--- src/logic/option_pkg.sv ---
package option_pkg;

  // ----------------------------------------------------------------
  // option word map
  // ----------------------------------------------------------------
  localparam logic [31:0] PROTECT_USER_ADDR   = 32'h1FFFF800;
  localparam logic [31:0] USER_DATA_ADDR      = 32'h1FFFF804;
  localparam logic [31:0] WRITE_PROTECT_ADDR  = 32'h1FFFF808;
  localparam logic [31:0] RESERVED_ADDR       = 32'h1FFFF80C;
  localparam logic [1:0]  PROTECT_USER_IDX    = 2'h0;
  localparam logic [1:0]  USER_DATA_IDX       = 2'h1;
  localparam logic [1:0]  WRITE_PROTECT_IDX   = 2'h2;
  localparam logic [1:0]  LAST_IDX            = 2'h3;

  // ----------------------------------------------------------------
  // field values and positions
  // ----------------------------------------------------------------
  localparam logic [7:0]  READ_OPEN_CODE      = 8'hA5;
  localparam logic [7:0]  READ_OPEN_COMP      = 8'h5A;
  localparam int          BOOT_SEL_BIT        = 5;
  localparam int          RST_MODE_LSB        = 3;
  localparam int          STANDBY_BIT         = 2;
  localparam logic [1:0]  RST_MODE_GPIO       = 2'h3;
  localparam logic [1:0]  RST_MODE_128US      = 2'h0;
  localparam logic [1:0]  RST_MODE_1MS        = 2'h1;
  localparam logic [15:0] BOOT_SECTOR_MASK    = 16'h000F;

  // ----------------------------------------------------------------
  // values after reset and on a corrupted pair
  // ----------------------------------------------------------------
  localparam logic [31:0] WORD_ERASED         = 32'hFFFFFFFF;
  localparam logic [7:0]  USER_RESET          = 8'hFF;
  localparam logic [15:0] DATA_RESET          = 16'hFFFF;
  localparam logic [15:0] WRITE_PROT_RESET    = 16'hFFFF;
  localparam logic [15:0] WRITE_PROT_CORRUPT  = 16'h0000;

  // ----------------------------------------------------------------
  // reset pin ignore windows
  // ----------------------------------------------------------------
  localparam int          CLK_PERIOD_NS       = 8;
  localparam int          IGNORE_128US_NS     = 128000;
  localparam int          IGNORE_1MS_NS       = 1000000;
  localparam int          IGNORE_12MS_NS      = 12000000;
  localparam int          IGNORE_128US_CYC    = (IGNORE_128US_NS + CLK_PERIOD_NS - 1) / CLK_PERIOD_NS;
  localparam int          IGNORE_1MS_CYC      = (IGNORE_1MS_NS + CLK_PERIOD_NS - 1) / CLK_PERIOD_NS;
  localparam int          IGNORE_12MS_CYC     = (IGNORE_12MS_NS + CLK_PERIOD_NS - 1) / CLK_PERIOD_NS;
  localparam int          FILTER_W            = 21;
  localparam logic [FILTER_W-1:0] FILTER_ZERO = 21'h000000;

  typedef enum logic [2:0] {
    ST_FETCH  = 3'b001,
    ST_DECODE = 3'b010,
    ST_RUN    = 3'b100
  } load_state_t;

  typedef struct packed {
    logic        code_readable;
    logic [15:0] sector_writable;
    logic        boot_from_user;
    logic        reset_pin_enable;
    logic        gpio_owns;
    logic [1:0]  reset_mode;
    logic        standby_no_reset;
    logic [15:0] user_data;
  } opt_cfg_t;

  typedef struct packed {
    load_state_t         st;
    logic [1:0]          idx;
    logic [3:0][31:0]    words;
    logic                loaded;
    logic                load_error;
    opt_cfg_t            cfg;
    logic                pin_meta;
    logic                pin_sync;
    logic [FILTER_W-1:0] filt_cnt;
    logic                filt_done;
    logic                ext_rst_req;
    logic                stby_req;
    logic                rd_req;
    logic [1:0]          rd_idx;
    logic                wr;
    logic [1:0]          wr_idx;
    logic                wr_upper;
    logic [15:0]         wr_data;
    logic                sw_rvalid;
    logic [31:0]         sw_rdata;
  } loader_state_t;

endpackage

--- src/logic/option_byte_loader.sv ---
`timescale 1ns/1ps
// How it works
// - reload stored option words after every reset
// - six bytes: protect, read, config, data
// - each byte checked against stored complement
// - word holds byte, complement, byte, complement
// - code readable only for A5 with 5A
// - otherwise block reads, protect first 4K
// - user bit 5 picks start area
// - bits 4:3 set reset pin ignore window
// - mode 11 leaves pin as plain io
// - bit 2 zero: reset on standby entry
// - two user data bytes, erased all ones
// - one bit per 1K sector, sixteen sectors
// - bit one writable, bit zero protected
// - program low byte, derive high complement
module option_byte_loader #(
  parameter int IGNORE_128US_CYCLES = option_pkg::IGNORE_128US_CYC,
  parameter int IGNORE_1MS_CYCLES   = option_pkg::IGNORE_1MS_CYC,
  parameter int IGNORE_12MS_CYCLES  = option_pkg::IGNORE_12MS_CYC
) (
  input  wire logic        clk,
  input  wire logic        sys_rst,
  output logic             store_rd_req,
  output logic [1:0]       store_rd_index,
  input  wire logic        store_rd_valid,
  input  wire logic [31:0] store_rd_data,
  input  wire logic        prog_wr,
  input  wire logic [31:0] prog_addr,
  input  wire logic [15:0] prog_halfword,
  output logic             store_wr,
  output logic [1:0]       store_wr_index,
  output logic             store_wr_upper,
  output logic [15:0]      store_wr_data,
  input  wire logic        sw_rd,
  input  wire logic [31:0] sw_addr,
  output logic             sw_rvalid,
  output logic [31:0]      sw_rdata,
  input  wire logic        external_reset_pin_n,
  input  wire logic        standby_entry,
  output logic             loaded,
  output logic             load_error,
  output logic             code_read_enable,
  output logic [15:0]      sector_writable,
  output logic             boot_from_user,
  output logic             reset_pin_enable,
  output logic             gpio_owns_pin,
  output logic             external_reset_req,
  output logic             standby_reset_req,
  output logic [15:0]      user_data
);

  // ----------------------------------------------------------------
  // helpers
  // ----------------------------------------------------------------
  function automatic logic pair_ok(input logic [15:0] hw);
    pair_ok = (hw[15:8] == ~hw[7:0]);
  endfunction

  function automatic logic opt_addr(input logic [31:0] a);
    opt_addr = (a[31:4] == option_pkg::PROTECT_USER_ADDR[31:4]);
  endfunction

  option_pkg::loader_state_t s;
  option_pkg::loader_state_t next_s;
  localparam int             FILTER_W_L = option_pkg::FILTER_W;
  logic [FILTER_W_L-1:0]     limit;

  // ----------------------------------------------------------------
  // next state
  // ----------------------------------------------------------------
  always_comb begin
    logic [15:0] wp;
    logic [7:0]  usr;
    logic        rp_ok;
    next_s = s;
    wp = 16'h0000;
    usr = 8'h00;
    rp_ok = 1'b0;
    next_s.stby_req = 1'b0;
    next_s.wr = 1'b0;
    next_s.sw_rvalid = 1'b0;
    next_s.pin_meta = external_reset_pin_n;
    next_s.pin_sync = s.pin_meta;
    case (s.st)
      option_pkg::ST_FETCH: begin
        // one word at a time; storage may answer late
        next_s.rd_req = 1'b1;
        next_s.rd_idx = s.idx;
        if (s.rd_req && store_rd_valid) begin
          next_s.words[s.idx] = store_rd_data;
          next_s.rd_req = 1'b0;
          if (s.idx == option_pkg::LAST_IDX) begin
            next_s.st = option_pkg::ST_DECODE;
          end else begin
            next_s.idx = s.idx + 2'h1;
          end
        end
      end
      option_pkg::ST_DECODE: begin
        // word layout: byte in low half, complement above
        rp_ok = pair_ok(s.words[option_pkg::PROTECT_USER_IDX][15:0]);
        next_s.cfg.code_readable = rp_ok &&
          (s.words[option_pkg::PROTECT_USER_IDX][7:0] == option_pkg::READ_OPEN_CODE) &&
          (s.words[option_pkg::PROTECT_USER_IDX][15:8] == option_pkg::READ_OPEN_COMP);
        usr = pair_ok(s.words[option_pkg::PROTECT_USER_IDX][31:16]) ?
              s.words[option_pkg::PROTECT_USER_IDX][23:16] : option_pkg::USER_RESET;
        next_s.cfg.boot_from_user = usr[option_pkg::BOOT_SEL_BIT];
        next_s.cfg.reset_mode = usr[option_pkg::RST_MODE_LSB +: 2];
        next_s.cfg.reset_pin_enable = (usr[option_pkg::RST_MODE_LSB +: 2] != option_pkg::RST_MODE_GPIO);
        next_s.cfg.gpio_owns = (usr[option_pkg::RST_MODE_LSB +: 2] == option_pkg::RST_MODE_GPIO);
        next_s.cfg.standby_no_reset = usr[option_pkg::STANDBY_BIT];
        next_s.cfg.user_data[7:0] = pair_ok(s.words[option_pkg::USER_DATA_IDX][15:0]) ?
          s.words[option_pkg::USER_DATA_IDX][7:0] : option_pkg::DATA_RESET[7:0];
        next_s.cfg.user_data[15:8] = pair_ok(s.words[option_pkg::USER_DATA_IDX][31:16]) ?
          s.words[option_pkg::USER_DATA_IDX][23:16] : option_pkg::DATA_RESET[15:8];
        // a corrupted protect byte fails safe: all its sectors protected
        wp[7:0] = pair_ok(s.words[option_pkg::WRITE_PROTECT_IDX][15:0]) ?
          s.words[option_pkg::WRITE_PROTECT_IDX][7:0] : option_pkg::WRITE_PROT_CORRUPT[7:0];
        wp[15:8] = pair_ok(s.words[option_pkg::WRITE_PROTECT_IDX][31:16]) ?
          s.words[option_pkg::WRITE_PROTECT_IDX][23:16] : option_pkg::WRITE_PROT_CORRUPT[15:8];
        if (!next_s.cfg.code_readable) begin
          wp = wp & ~option_pkg::BOOT_SECTOR_MASK;
        end
        next_s.cfg.sector_writable = wp;
        next_s.load_error = !rp_ok || !pair_ok(s.words[option_pkg::PROTECT_USER_IDX][31:16]) ||
          !pair_ok(s.words[option_pkg::USER_DATA_IDX][15:0]) ||
          !pair_ok(s.words[option_pkg::USER_DATA_IDX][31:16]) ||
          !pair_ok(s.words[option_pkg::WRITE_PROTECT_IDX][15:0]) ||
          !pair_ok(s.words[option_pkg::WRITE_PROTECT_IDX][31:16]);
        next_s.loaded = 1'b1;
        next_s.filt_cnt = option_pkg::FILTER_ZERO;
        next_s.filt_done = 1'b0;
        next_s.st = option_pkg::ST_RUN;
      end
      option_pkg::ST_RUN: begin
        // pin is ignored until the window after loading runs out
        if (!s.filt_done) begin
          if (s.filt_cnt >= limit) begin
            next_s.filt_done = 1'b1;
          end else begin
            next_s.filt_cnt = s.filt_cnt + 21'h000001;
          end
        end
        if (standby_entry && !s.cfg.standby_no_reset) begin
          next_s.stby_req = 1'b1;
        end
      end
      default: begin
        next_s.st = option_pkg::ST_FETCH;
        next_s.idx = option_pkg::PROTECT_USER_IDX;
      end
    endcase
    next_s.ext_rst_req = s.loaded && s.cfg.reset_pin_enable && s.filt_done && !s.pin_sync;
    // programming path: only the low byte is taken
    if (prog_wr && opt_addr(prog_addr) && !prog_addr[0]) begin
      next_s.wr = 1'b1;
      next_s.wr_idx = prog_addr[3:2];
      next_s.wr_upper = prog_addr[1];
      next_s.wr_data = {~prog_halfword[7:0], prog_halfword[7:0]};
    end
    // raw words as loaded; reprogrammed values show after next reset
    if (sw_rd) begin
      next_s.sw_rvalid = 1'b1;
      next_s.sw_rdata = opt_addr(sw_addr) ? s.words[sw_addr[3:2]] : 32'h00000000;
    end
  end

  // window length follows the loaded mode
  always_comb begin
    case (s.cfg.reset_mode)
      option_pkg::RST_MODE_128US: limit = FILTER_W_L'(IGNORE_128US_CYCLES);
      option_pkg::RST_MODE_1MS:   limit = FILTER_W_L'(IGNORE_1MS_CYCLES);
      default:                    limit = FILTER_W_L'(IGNORE_12MS_CYCLES);
    endcase
  end

  // ----------------------------------------------------------------
  // state register
  // ----------------------------------------------------------------
  always_ff @(posedge clk) begin
    if (sys_rst) begin
      s <= '0;
      s.st <= option_pkg::ST_FETCH;
      s.idx <= option_pkg::PROTECT_USER_IDX;
      s.words <= {4{option_pkg::WORD_ERASED}};
      s.cfg.sector_writable <= option_pkg::WRITE_PROT_RESET;
      s.cfg.boot_from_user <= 1'b1;
      // erased defaults until the words are fetched
      s.cfg.reset_mode <= option_pkg::RST_MODE_GPIO;
      s.cfg.gpio_owns <= 1'b1;
      s.cfg.standby_no_reset <= 1'b1;
      s.cfg.user_data <= option_pkg::DATA_RESET;
      s.pin_meta <= 1'b1;
      s.pin_sync <= 1'b1;
    end else begin
      s <= next_s;
    end
  end

  assign store_rd_req       = s.rd_req;
  assign store_rd_index     = s.rd_idx;
  assign store_wr           = s.wr;
  assign store_wr_index     = s.wr_idx;
  assign store_wr_upper     = s.wr_upper;
  assign store_wr_data      = s.wr_data;
  assign sw_rvalid          = s.sw_rvalid;
  assign sw_rdata           = s.sw_rdata;
  assign loaded             = s.loaded;
  assign load_error         = s.load_error;
  assign code_read_enable   = s.cfg.code_readable;
  assign sector_writable    = s.cfg.sector_writable;
  assign boot_from_user     = s.cfg.boot_from_user;
  assign reset_pin_enable   = s.cfg.reset_pin_enable;
  assign gpio_owns_pin      = s.cfg.gpio_owns;
  assign external_reset_req = s.ext_rst_req;
  assign standby_reset_req  = s.stby_req;
  assign user_data          = s.cfg.user_data;
endmodule

--- config.mk ---
export PLATFORM = sky130hd
export DESIGN_NAME = option_byte_loader
export DESIGN_NICKNAME = d
export VERILOG_FILES = /design/src/logic/option_pkg.sv /design/src/logic/option_byte_loader.sv
export SDC_FILE = /design/constraint.sdc
export NUM_CORES = 1
export LEC_CHECK = 0
export BUFFER_PORTS_ARGS = -buffer_cell sky130_fd_sc_hd__buf_2
export CAP_MARGIN = 20
export CORE_ASPECT_RATIO = 1.1
export CORE_MARGIN = 10
export CORE_UTILIZATION = 25
export DETAILED_ROUTE_END_ITERATION = 6
export GPL_ROUTABILITY_DRIVEN = 0
export PLACE_DENSITY = 0.44
export SYNTH_ARGS = -nofsm -noshare
export SYNTH_HDL_FRONTEND = slang
export SYNTH_SLANG_ARGS = --single-unit
--- constraint.sdc ---
create_clock -name clk -period 2.9 [get_ports clk]
set_input_delay 0.145 -clock clk [delete_from_list [all_inputs] [get_ports clk]]
set_output_delay 0.145 -clock clk [all_outputs]
set_load 0.05 [all_outputs]
Word level (Yosys, flattened, before mapping)

Cells that the tools add are included.
W data, S select, Z words.

Mux-type cells: 26
Div/mod/pow operators: 0
Reductions and logical operators: 32
Magnitude comparators: 4
Bitwise logic cells: 9
Shifts and indexed selects: 0
$mul: 0
Equal/unequal tests: 22
$add $sub $neg: 2

Operators by type and width:

| kind                    | count |
|---|---|
| $mux W133               | 1 |
| $bwmux W128             | 1 |
| $mux W32                | 3 |
| $bmux W32 S2            | 1 |
| $demux W32 S2           | 1 |
| $eq A28 B25 Y1 const B  | 2 |
| $not A8 Y8              | 7 |
| $eq A8 B8 Y1            | 6 |
| $pmux W22 S2            | 1 |
| $pmux W21 S2            | 1 |
| $mux W33                | 1 |
| $mux W8                 | 4 |
| $mux W22                | 1 |
| $add A21 B1 Y21 const B | 1 |
| $ge A21 B21 Y1          | 1 |
| $mux W21                | 1 |
| $mux W20                | 1 |
| $ne A2 B2 Y1 const B    | 6 |
| $logic_and A1 B1 Y1     | 10 |
| $logic_not A1 Y1        | 9 |
| $pmux W3 S3             | 1 |
| $reduce_and A3 Y1       | 3 |
| $eq A8 B7 Y1 const B    | 1 |
| $eq A8 B8 Y1 const B    | 1 |
| 20 further kinds        | 30 |

Memories kept: 0
ROM bits: 0
Bits in registers: 256
Input bits: 119
Latch bits: 0
Bits in writable memories: 0
Output and inout bits: 96

Depth between registers and ports, before layout

Gate-level depths: netlist of run 1.

Word-level depth: 8
Gate-level depth with buffers: 12
Depth with buffers taken out: 10

Worst setup path before layout of run 1

OpenSTA, ideal clock, no wires.

Path kind: reg-to-reg
Start: reg s[100] (netlist name)
End: reg s[73] (netlist name)
Slack: 0.397 ns
Setup time: 0.122 ns
Required time: 2.778 ns
Data arrival time: 2.382 ns
Buffers on the path: 1
Stages on the path, launching flop included: 10
Cell sequence: dfxtp_1 inv_1 ha_1 a211o_1 a2111o_1 a221oi_2 a21boi_1 clkbuf_1 o21ai_1 o31ai_1

Cells in the longest elaborated chain, start to end: 5
Elaborated cells on any way between the ends: 6
Those cells by class: order compare (1); eq/ne (2); mux (1); reduce/logical (2)

Ends and longest elaborated chain:

| element                                                 | line                      | text |
|---|---|---|
| from (decl)                                             | option_byte_loader.sv:64  | `option_pkg::loader_state_t s;` |
| from (signal assigned)                                  | option_byte_loader.sv:197 | `s <= next_s;` |
| $eq A2 B1 Y1 / $logic_not A2 Y1 (equally long branches) | option_byte_loader.sv:171 | `case (s.cfg.reset_mode)` |
| $pmux W21 S2 *                                          | option_byte_loader.sv:171 |  |
| $ge A21 B21 Y1 *                                        | option_byte_loader.sv:139 | `if (s.filt_cnt >= limit) begin` |
| $ne A2 B2 Y1 (no source line) *                         | n/a                       |  |
| $reduce_and A3 Y1 (no source line) *                    | n/a                       |  |

Every way passes the cells marked *; elsewhere a longest branch is shown, timed or not.
A chain may end at the register's enable or synchronous reset.

Worst setup path in the final report of run 1

Start: reg s[100] (netlist name)
End: reg s[72] (netlist name)

Same word-level chain as after synthesis.

==> impl_metrics.toml, run 1 <==
[min_path]
worstHoldStart = "store_rd_valid"
hold_end = "store_rd_req"
worstHoldPathType = "input pin to register"
hold_depth = 3

[layout]
final_nets = 1683
drive_gt1_frac = 0.209
fin_area_mm2 = 0.0148
stdcell_count = 2214
syn_to_final_growth_pct = 22.6

[sta]
layout_setup_ws_ns = 0.256
drv_slew = 0
fin_tns_setup_ns = 0
fin_crit_ns = 2.64
hold_violations = 0
worst_pin_slew_ns = 0.940
finalClockSkew_ns = 0.0300
setup_viol = 0
relSlewSlack = 0.374
rsz0062_at_grt = "false"
fmax_mhz = 378
fin_crit_sh = 0.912

[worst_setup_path]
critPathCaptureType = "register"
cp-start-kind = "register"
cp_slowest_cell = "a2111o_1"
crit_fanout = 14
reg2reg_depth = 9
worstPathRequired_ns = 3.36
r2r_start = "s[100]"
path_class = "register to register"
r2r_end = "s[72]"
crit_chain = "inv_1 > ha_1 > a211o_1 > a2111o_1 > a221oi_2 > a21boi_2 > buf_12 > o21ai_1 > o31ai_1"
max_stage_delay_ns = 0.44
arrival_ns = 3.11
r2r_slack_ns = 0.26

[route]
routed_wl_um = 40800
postRouteAntennaNets = 0
drt_pass1_iterations = 5
drcViolationCount = 0
avgRoutedWirePerCell_um = 18.4
vias = 9993
drt-vias-per-instance = 4.51
drt_iter0_markers = 551

[grt]
track_usage = 0.136
grt_pass1_wl_um = 61900
grt_pass1_vias = 9921
grt_max_degree = 222
overflow = 0
antenna_found_initial = 7

[clock_tree]
clkSlewWorstSetupHoldPaths_ns = 0.06
cts_made_buffers = 30
tritoncts = "yes"
cts_root_buf = "clkbuf_16"
clkSinkCount = 256
cts_htree_levels = 1
post_cts_buffers = 0
insertion_delay_ns = 0.59
cts.path.max_buffers = 3

[floorplan]
fp.coreArea_mm2 = 0.0478
dieWidth_um = 230
io_pins = 215
start_util = 0.253
die_area_mm2 = 0.0576
num_rows = 84
die-height_um = 251

[power]
swShare = 0.232
sequentialPowerShare = 0.445
peakVddDrop_mv = 0.412
internal-power_mw = 6.22
power_leakage_nw = 6.38
pwr-share-clk = 0.497
p_switching_mw = 1.88
total_power_mw = 8.09
power_density_mw_per_mm2 = 546
pwr-share-comb = 0.058

[logic_synthesis]
synth_seq_area_share = 0.424
synth.cell_area_mm2 = 0.0121
synth_edf_count = 0
yosys.area.top_type_share = 0.424
async_flop_share = 0
yosysTopAreaCell = "dfxtp_1"
ys.flop_type = "dfxtp_1"
synth-seq-cells = 256
ys_types = 54
synth_nets = 1534
synth.area.top_cells = "dfxtp_1 (42%), nand2_1 (9.1%), nand3b_1 (8.1%), mux4_2 (6.0%), buf_4 (5.2%)"
syn_avg_cell_area_um2 = 8.68
yosys_warnings = 0
synthCells = 1394

[placed_design]
dpl.hpwl_um = 28000
placed_area_mm2 = 0.0132
dp_slack_ns = 0.172
place_inst = 2103
port_buffers = 204

[run]
maxCapViolCount = 0

[outcome]
status = "finished clean"
per-layer routing:
metal | share of wire | GRT usage | routed length (µm) | vias to the layer above
met3 | 0.061 | 0.0311 | 2510 | 52
met2 | 0.47 | 0.229 | 19300 | 251
li1 | - | - | - | 4954
met1 | 0.45 | 0.174 | 18300 | 4728
met5 | 0.0013 | 0 | 51 | -
met4 | 0.017 | 0.0342 | 691 | 8
layout make-up:
| class | instances | area, µm² |
|---|---|---|
| antenna | 3 | 7.51 |
| sequential | 256 | 5120 |
| tap | 645 | 807 |
| clock buffer | 39 | 815 |
| fill | 5081 | 33000 |
| clock inverter | 16 | 226 |
| inverter | 17 | 63.8 |
| timing repair buffer | 287 | 1820 |
| multi-input combinational | 951 | 5960 |
synth_stat cells, types with 5 or more instances:
| library cell | n |
|---|---|
| clkbuf_1 | 68 |
| nor2_1 | 104 |
| o21ai_1 | 14 |
| nor3_1 | 28 |
| nor2b_1 | 36 |
| buf_1 | 14 |
| xnor2_1 | 31 |
| xor2_1 | 22 |
| nand2_1 | 294 |
| nand3b_1 | 130 |
| a21oi_1 | 63 |
| ha_1 | 21 |
| mux4_2 | 32 |
| mux2i_1 | 12 |
| o31ai_1 | 5 |
| dfxtp_1 | 256 |
| nand4_1 | 18 |
| o21bai_1 | 24 |
| buf_4 | 84 |
| nand3_1 | 26 |
| and3_1 | 8 |
| nor4_1 | 14 |
| and2_1 | 8 |
| inv_1 | 17 |
through the flow:
stage,hold WS (ns),util
2_1_floorplan,0.249,-
3_3_place_gp,0.330,0.277
3_5_place_dp,0.334,0.277
4_1_cts,0.163,0.310
5_1_grt,0.217,0.310
6_report,0.193,0.310
what timing repair did:
| action | CTS | global route |
|---|---|---|
| endpoints found under the hold margin | 150 | 0 |
| gates resized for setup | 0 | 1 |
| endpoints found under the setup margin | 0 | 1 |
| hold buffers | 53 | 0 |
power by group through the flow:
stage	logic, mW	registers (mW)	clock network, mW
4_1_cts	0.477	3.60	4.15
2_1_floorplan	0.232	3.67	0
3_3_place_gp	0.418	3.68	0
6_report	0.471	3.60	4.02
3_5_place_dp	0.421	3.68	0
5_1_grt	0.513	3.61	4.28
worst max path at each step:
stage,from,to
floorplan,s[100],s[73]
global placement,s[100],s[70]
detailed placement,s[100],s[72]
CTS,s[100],s[72]
global route,s[100],s[67]
finish,s[100],s[72]
critical path, delay by kind of cell (launching register included):
kind                       cells  cell delay, ns
adders and majority gates      1            0.32
AOI/OAI and AO/OA              6            1.52
buffers and inverters          2            0.33
DFF                            1            0.37
placed cells by master (no fill, tap or decap), types with 7 or more instances in the layout:
cell and instances:
a21oi_1 63, and2_1 9, and3_1 8, buf_2 203, buf_4 27, clkbuf_16 30, clkinv_2 7, dfxtp_1 256
dlygate4sd3_1 53, ha_1 21, inv_1 17, mux2i_1 12, mux4_2 32, nand2_1 294, nand3_1 26, nand3b_1 130
nand4_1 18, nor2_1 104, nor2b_1 35, nor3_1 28, nor4_1 13, o21ai_1 14, o21bai_1 24, xnor2_1 31
xor2_1 22
logic make-up (layout without fill, tap and decap cells):
logic type,count (synthesis),count (layout),synth area share
fa+ha+maj,21,21,0.0217
simple gates,695,695,0.289
buf+inv,187,359,0.0850
flops,256,256,0.424
other cells,0,3,0
xor+xnor,53,53,0.0384
mux,45,45,0.0704
compound gates,137,137,0.0721
(Power assumes the default switching activity.)
==> run 2, diff against run 1 <==
--- a/config.mk
+++ b/config.mk
@@ -8,7 +8,7 @@
 export BUFFER_PORTS_ARGS = -buffer_cell sky130_fd_sc_hd__buf_2
 export CAP_MARGIN = 20
 export CORE_ASPECT_RATIO = 1.1
-export CORE_MARGIN = 10
+export CORE_MARGIN = 2
 export CORE_UTILIZATION = 25
 export DETAILED_ROUTE_END_ITERATION = 6
 export GPL_ROUTABILITY_DRIVEN = 0
==> run 2 against run 1 <==
Against the previous run:
- worst setup slack worse by 0.039 ns
- cell area decreased by 1.0%
- clock power shrank 4%
- combinational power about the same
- die area shrank 13%
- maximum frequency decreased by 1.5%
- critical path type unchanged
- critical endpoint unchanged
- highest routed layer unchanged
==> impl_metrics.toml, run 2 (synthesis results as in run 1) <==
[outcome]
status = "finished clean"

[floorplan]
num_rows = 84
io_pins = 215
start_util = 0.253
dieWidth_um = 214
die_area_mm2 = 0.0502
fp.coreArea_mm2 = 0.0478
die-height_um = 235

[min_path]
worstHoldStart = "prog_addr[8]"
worstHoldPathType = "input pin to register"

[layout]
syn_to_final_growth_pct = 21.4
diodes = 0
final_cell_mix = "nand2_1 (294), dfxtp_1 (256), buf_2 (203)"
final_nets = 1678
drive_gt1_frac = 0.211
final_common_cell = "nand2_1"

[worst_setup_path]
crit_fanout = 8
arrival_ns = 3.16
cp-start-kind = "register"
worstPathRequired_ns = 3.38
path_class = "register to register"
critPathCaptureType = "register"
r2r_start = "s[100]"
startpoint = "s[100]"

[sta]
drv_slew = 0
hold_violations = 0
rsz0062_at_grt = "false"
fmax_mhz = 373
worst_pin_slew_ns = 0.780
relSlewSlack = 0.480
setup_viol = 0
fin_crit_ns = 2.68
fin_tns_setup_ns = 0
fin_crit_sh = 0.925
finalClockSkew_ns = 0.0392

[grt]
grt_pass1_vias = 9824
grt_pass1_wl_um = 59400
grt_max_degree = 88
overflow = 0
track_usage = 0.154
antenna_found_initial = 4

[run]
maxCapViolCount = 0

[route]
drt_pass1_iterations = 4
avgRoutedWirePerCell_um = 17.8
postRouteAntennaNets = 0
drt_iter0_markers = 511
drt-vias-per-instance = 4.55
vias = 10000
routed_wl_um = 39200
drcViolationCount = 0

[power]
total_power_mw = 7.92
peakVddDrop_mv = 0.482
power_density_mw_per_mm2 = 539
power_leakage_nw = 6.30

[clock_tree]
cts_made_buffers = 31
clkSlewWorstSetupHoldPaths_ns = 0.06
clkSinkCount = 256
tritoncts = "yes"
insertion_delay_ns = 0.60
post_cts_buffers = 0
cts_htree_levels = 1
cts.path.max_buffers = 3
cts_root_buf = "clkbuf_16"

[placed_design]
dpl.hpwl_um = 26800
port_buffers = 204
==> run 2: final timing paths <==
kind | to | slack [ns] | cells past startpoint
setup / recovery | s[72] | 0.22 | 9
hold / removal | store_wr_upper | 0.04 | 5
setup reg to reg | s[72] | 0.22 | 9
hold reg to reg | external_reset_req | 0.40 | 1
==> run 2: report_power, final <==
group / total [mW] / switching [mW] / internal [mW]
clock: 3.84 / 1.58 / 2.26
combinational: 0.469 / 0.237 / 0.232
sequential: 3.61 / 0.0482 / 3.56
total: 7.92 / 1.86 / 6.05
==> run 2: repair_timing <==
action / CTS / global route
hold buffers: 46 / 0
endpoints found under the setup margin: 0 / 14
gates resized for setup: 0 / 1
hold endpoints to repair: 152 / 0
==> run 2: through the flow <==
stage	utilization	area, µm²	hold WS (ns)	worst slack, ns	cells
final	0.307	14700	0.0381	0.216	2202
after global routing	0.307	14700	0.0442	0.00515	2202
after CTS	0.307	14700	0.0280	0.0683	2202
after detailed placement	0.277	13200	0.334	0.0841	2104
after global placement	0.277	13200	0.332	0.135	2104
after floorplan	-	12100	0.249	0.397	1394
==> run 2: worst max-delay path: stages (launching register included) <==
cell and delay, ns:
dfxtp_1 0.37, inv_1 0.14, ha_1 0.32, a211o_1 0.35
a2111o_1 0.44, a221oi_2 0.32, a21boi_2 0.20, buf_4 0.21
o21ai_1 0.14, o31ai_1 0.09
==> run 2: layout make-up <==
cell class / instances / area [µm²]
inverters: 17 / 63.8
flip-flops and latches: 256 / 5120
clock buffers: 40 / 870
clock inverters: 12 / 119
well taps: 645 / 807
multi-input cells: 951 / 5960
repair buffers: 281 / 1730
fillers: 5061 / 33100
==> run 2: routing by layer <==
metal / share of wire / vias up / wire length, µm / GRT usage
met4: 0.014 / 8 / 563 / 0.0341
li1: - / 4928 / - / -
met3: 0.063 / 41 / 2480 / 0.0310
met2: 0.47 / 274 / 18600 / 0.258
met5: 0.0015 / - / 57 / 0
met1: 0.45 / 4759 / 17500 / 0.202
==> run 3, diff against run 2 <==
--- a/config.mk
+++ b/config.mk
@@ -5,14 +5,15 @@
 export SDC_FILE = /design/constraint.sdc
 export NUM_CORES = 1
 export LEC_CHECK = 0
-export BUFFER_PORTS_ARGS = -buffer_cell sky130_fd_sc_hd__buf_2
 export CAP_MARGIN = 20
 export CORE_ASPECT_RATIO = 1.1
 export CORE_MARGIN = 2
 export CORE_UTILIZATION = 25
 export DETAILED_ROUTE_END_ITERATION = 6
+export DONT_BUFFER_PORTS = 1
 export GPL_ROUTABILITY_DRIVEN = 0
-export PLACE_DENSITY = 0.44
+export HOLD_SLACK_MARGIN = 0.15
+export PLACE_DENSITY = 0.4
 export SYNTH_ARGS = -nofsm -noshare
 export SYNTH_HDL_FRONTEND = slang
 export SYNTH_SLANG_ARGS = --single-unit
==> run 3 against run 2 <==
Against the previous run:
- clock-buffer cell count is 3 higher
- worst setup slack better by 0.11 ns
- clock skew is 0.031 ns lower
- first-iteration DRC count is 14% higher
- die area stayed put
- sequential power hardly changed
- power is 2.6% higher
- maximum frequency is 4.2% higher
- via count is 6.6% lower
- cell count is 8.3% lower
- critical path type unchanged
- largest cell class unchanged
- highest routed layer unchanged
==> impl_metrics.toml, run 3 (synthesis results as in run 1) <==
[clock_tree]
cts_htree_levels = 1
cts_made_buffers = 31
tritoncts = "yes"
clkSinkCount = 256
insertion_delay_ns = 0.58
cts.path.max_buffers = 3
cts_root_buf = "clkbuf_16"
clkSlewWorstSetupHoldPaths_ns = 0.06
post_cts_buffers = 0

[worst_setup_path]
cp-start-kind = "register"
crit_fanout = 11
critPathCaptureType = "register"
path_class = "register to register"
worstPathRequired_ns = 3.37
arrival_ns = 3.05

[layout]
final_common_cell = "nand2_1"
final_nets = 1486
fill_cells = 5103
syn_to_final_growth_pct = 15.3
stdcell_count = 2020
final_cell_mix = "nand2_1 (294), dfxtp_1 (256), nand3b_1 (130)"
utilization = 0.292
drive_gt1_frac = 0.0883
seq_area_mm2 = 0.00512
multi_input_area_mm2 = 0.00596

[sta]
relSlewSlack = 0.331
setup_viol = 0
worst_pin_slew_ns = 1.00
rsz0062_at_grt = "false"
fin_crit_ns = 2.58
finalClockSkew_ns = 0.00788
drv_slew = 0
hold_violations = 0
fmax_mhz = 388
fin_crit_sh = 0.888
fin_tns_setup_ns = 0

[route]
avgRoutedWirePerCell_um = 20.2
drcViolationCount = 0
drt_iter0_markers = 583
drt-vias-per-instance = 4.63
drt_pass1_iterations = 5
routed_wl_um = 40900
postRouteAntennaNets = 0
vias = 9350

[power]
power_leakage_nw = 5.62
power_density_mw_per_mm2 = 582
peakVddDrop_mv = 0.412

[outcome]
status = "finished clean"

[run]
maxCapViolCount = 0

[floorplan]
start_util = 0.253
fp.coreArea_mm2 = 0.0478
num_rows = 84
die_area_mm2 = 0.0502
dieWidth_um = 214
die-height_um = 235
io_pins = 215

[min_path]
worstHoldPathType = "input pin to register"

[grt]
grt_pass1_wl_um = 61000
track_usage = 0.161
antenna_found_initial = 8
grt_max_degree = 222
grt_pass1_vias = 9240
overflow = 0

[placed_design]
port_buffers = 0
dpl.hpwl_um = 26100
place_inst = 1890
-- run 3: path summary, 6_finish.rpt --
kind                         to  slack (ns)  startpoint  depth (start not counted)
max                       s[78]        0.32      s[100]                          9
min           store_wr_data[15]        0.19     sys_rst                          2
max reg2reg               s[78]        0.32      s[100]                          9
min reg2reg  external_reset_req        0.40       s[80]                          1
-- run 3: repair_timing --
action                     4_1_cts  5_1_grt
hold buffers                    68        0
hold endpoints to repair       247        0
gates resized for setup          0        0
setup endpoints to repair        0        0
-- run 3: per-layer routing --
| layer | track usage | up-vias | part of all wire |
|---|---|---|---|
| li1 | - | 4585 | - |
| met1 | 0.207 | 4476 | 0.43 |
| met2 | 0.275 | 235 | 0.48 |
| met3 | 0.0366 | 48 | 0.067 |
| met4 | 0.0345 | 6 | 0.016 |
| met5 | 0 | - | 0.00083 |
-- run 3: stage by stage --
stage | setup slack, ns | hold WS (ns) | instance area (µm²) | power, mW
2_1_floorplan | 0.397 | 0.249 | 12100 | 3.90
3_3_place_gp | 0.340 | 0.252 | 12100 | 3.91
3_5_place_dp | 0.326 | 0.256 | 12100 | 3.91
4_1_cts | 0.314 | 0.153 | 13900 | 8.27
5_1_grt | 0.125 | 0.170 | 13900 | 8.44
6_report | 0.325 | 0.194 | 14000 | 8.12
-- run 3: power breakdown --
| part | switching, mW | internal, mW | total, mW |
|---|---|---|---|
| clock network | 1.62 | 2.50 | 4.12 |
| registers | 0.0547 | 3.56 | 3.61 |
| logic | 0.207 | 0.183 | 0.390 |
-- run 3: area by class of cell --
type,count,share of cell area
timing repair buffer,89,0.0655
antenna,5,0.000897
sequential,256,0.367
clock buffer,43,0.0646
inverter,17,0.00457
multi-input combinational,951,0.427
tap,645,0.0578
clock inverter,14,0.0122
-- run 3: critical path, cell delays in order (launching register included) --
cell and delay, ns:
dfxtp_1 0.38, inv_1 0.14, ha_1 0.32, a211o_1 0.34, a2111o_1 0.43, a221oi_2 0.21
a21boi_1 0.12, buf_4 0.19, o21bai_1 0.15, a21o_1 0.17
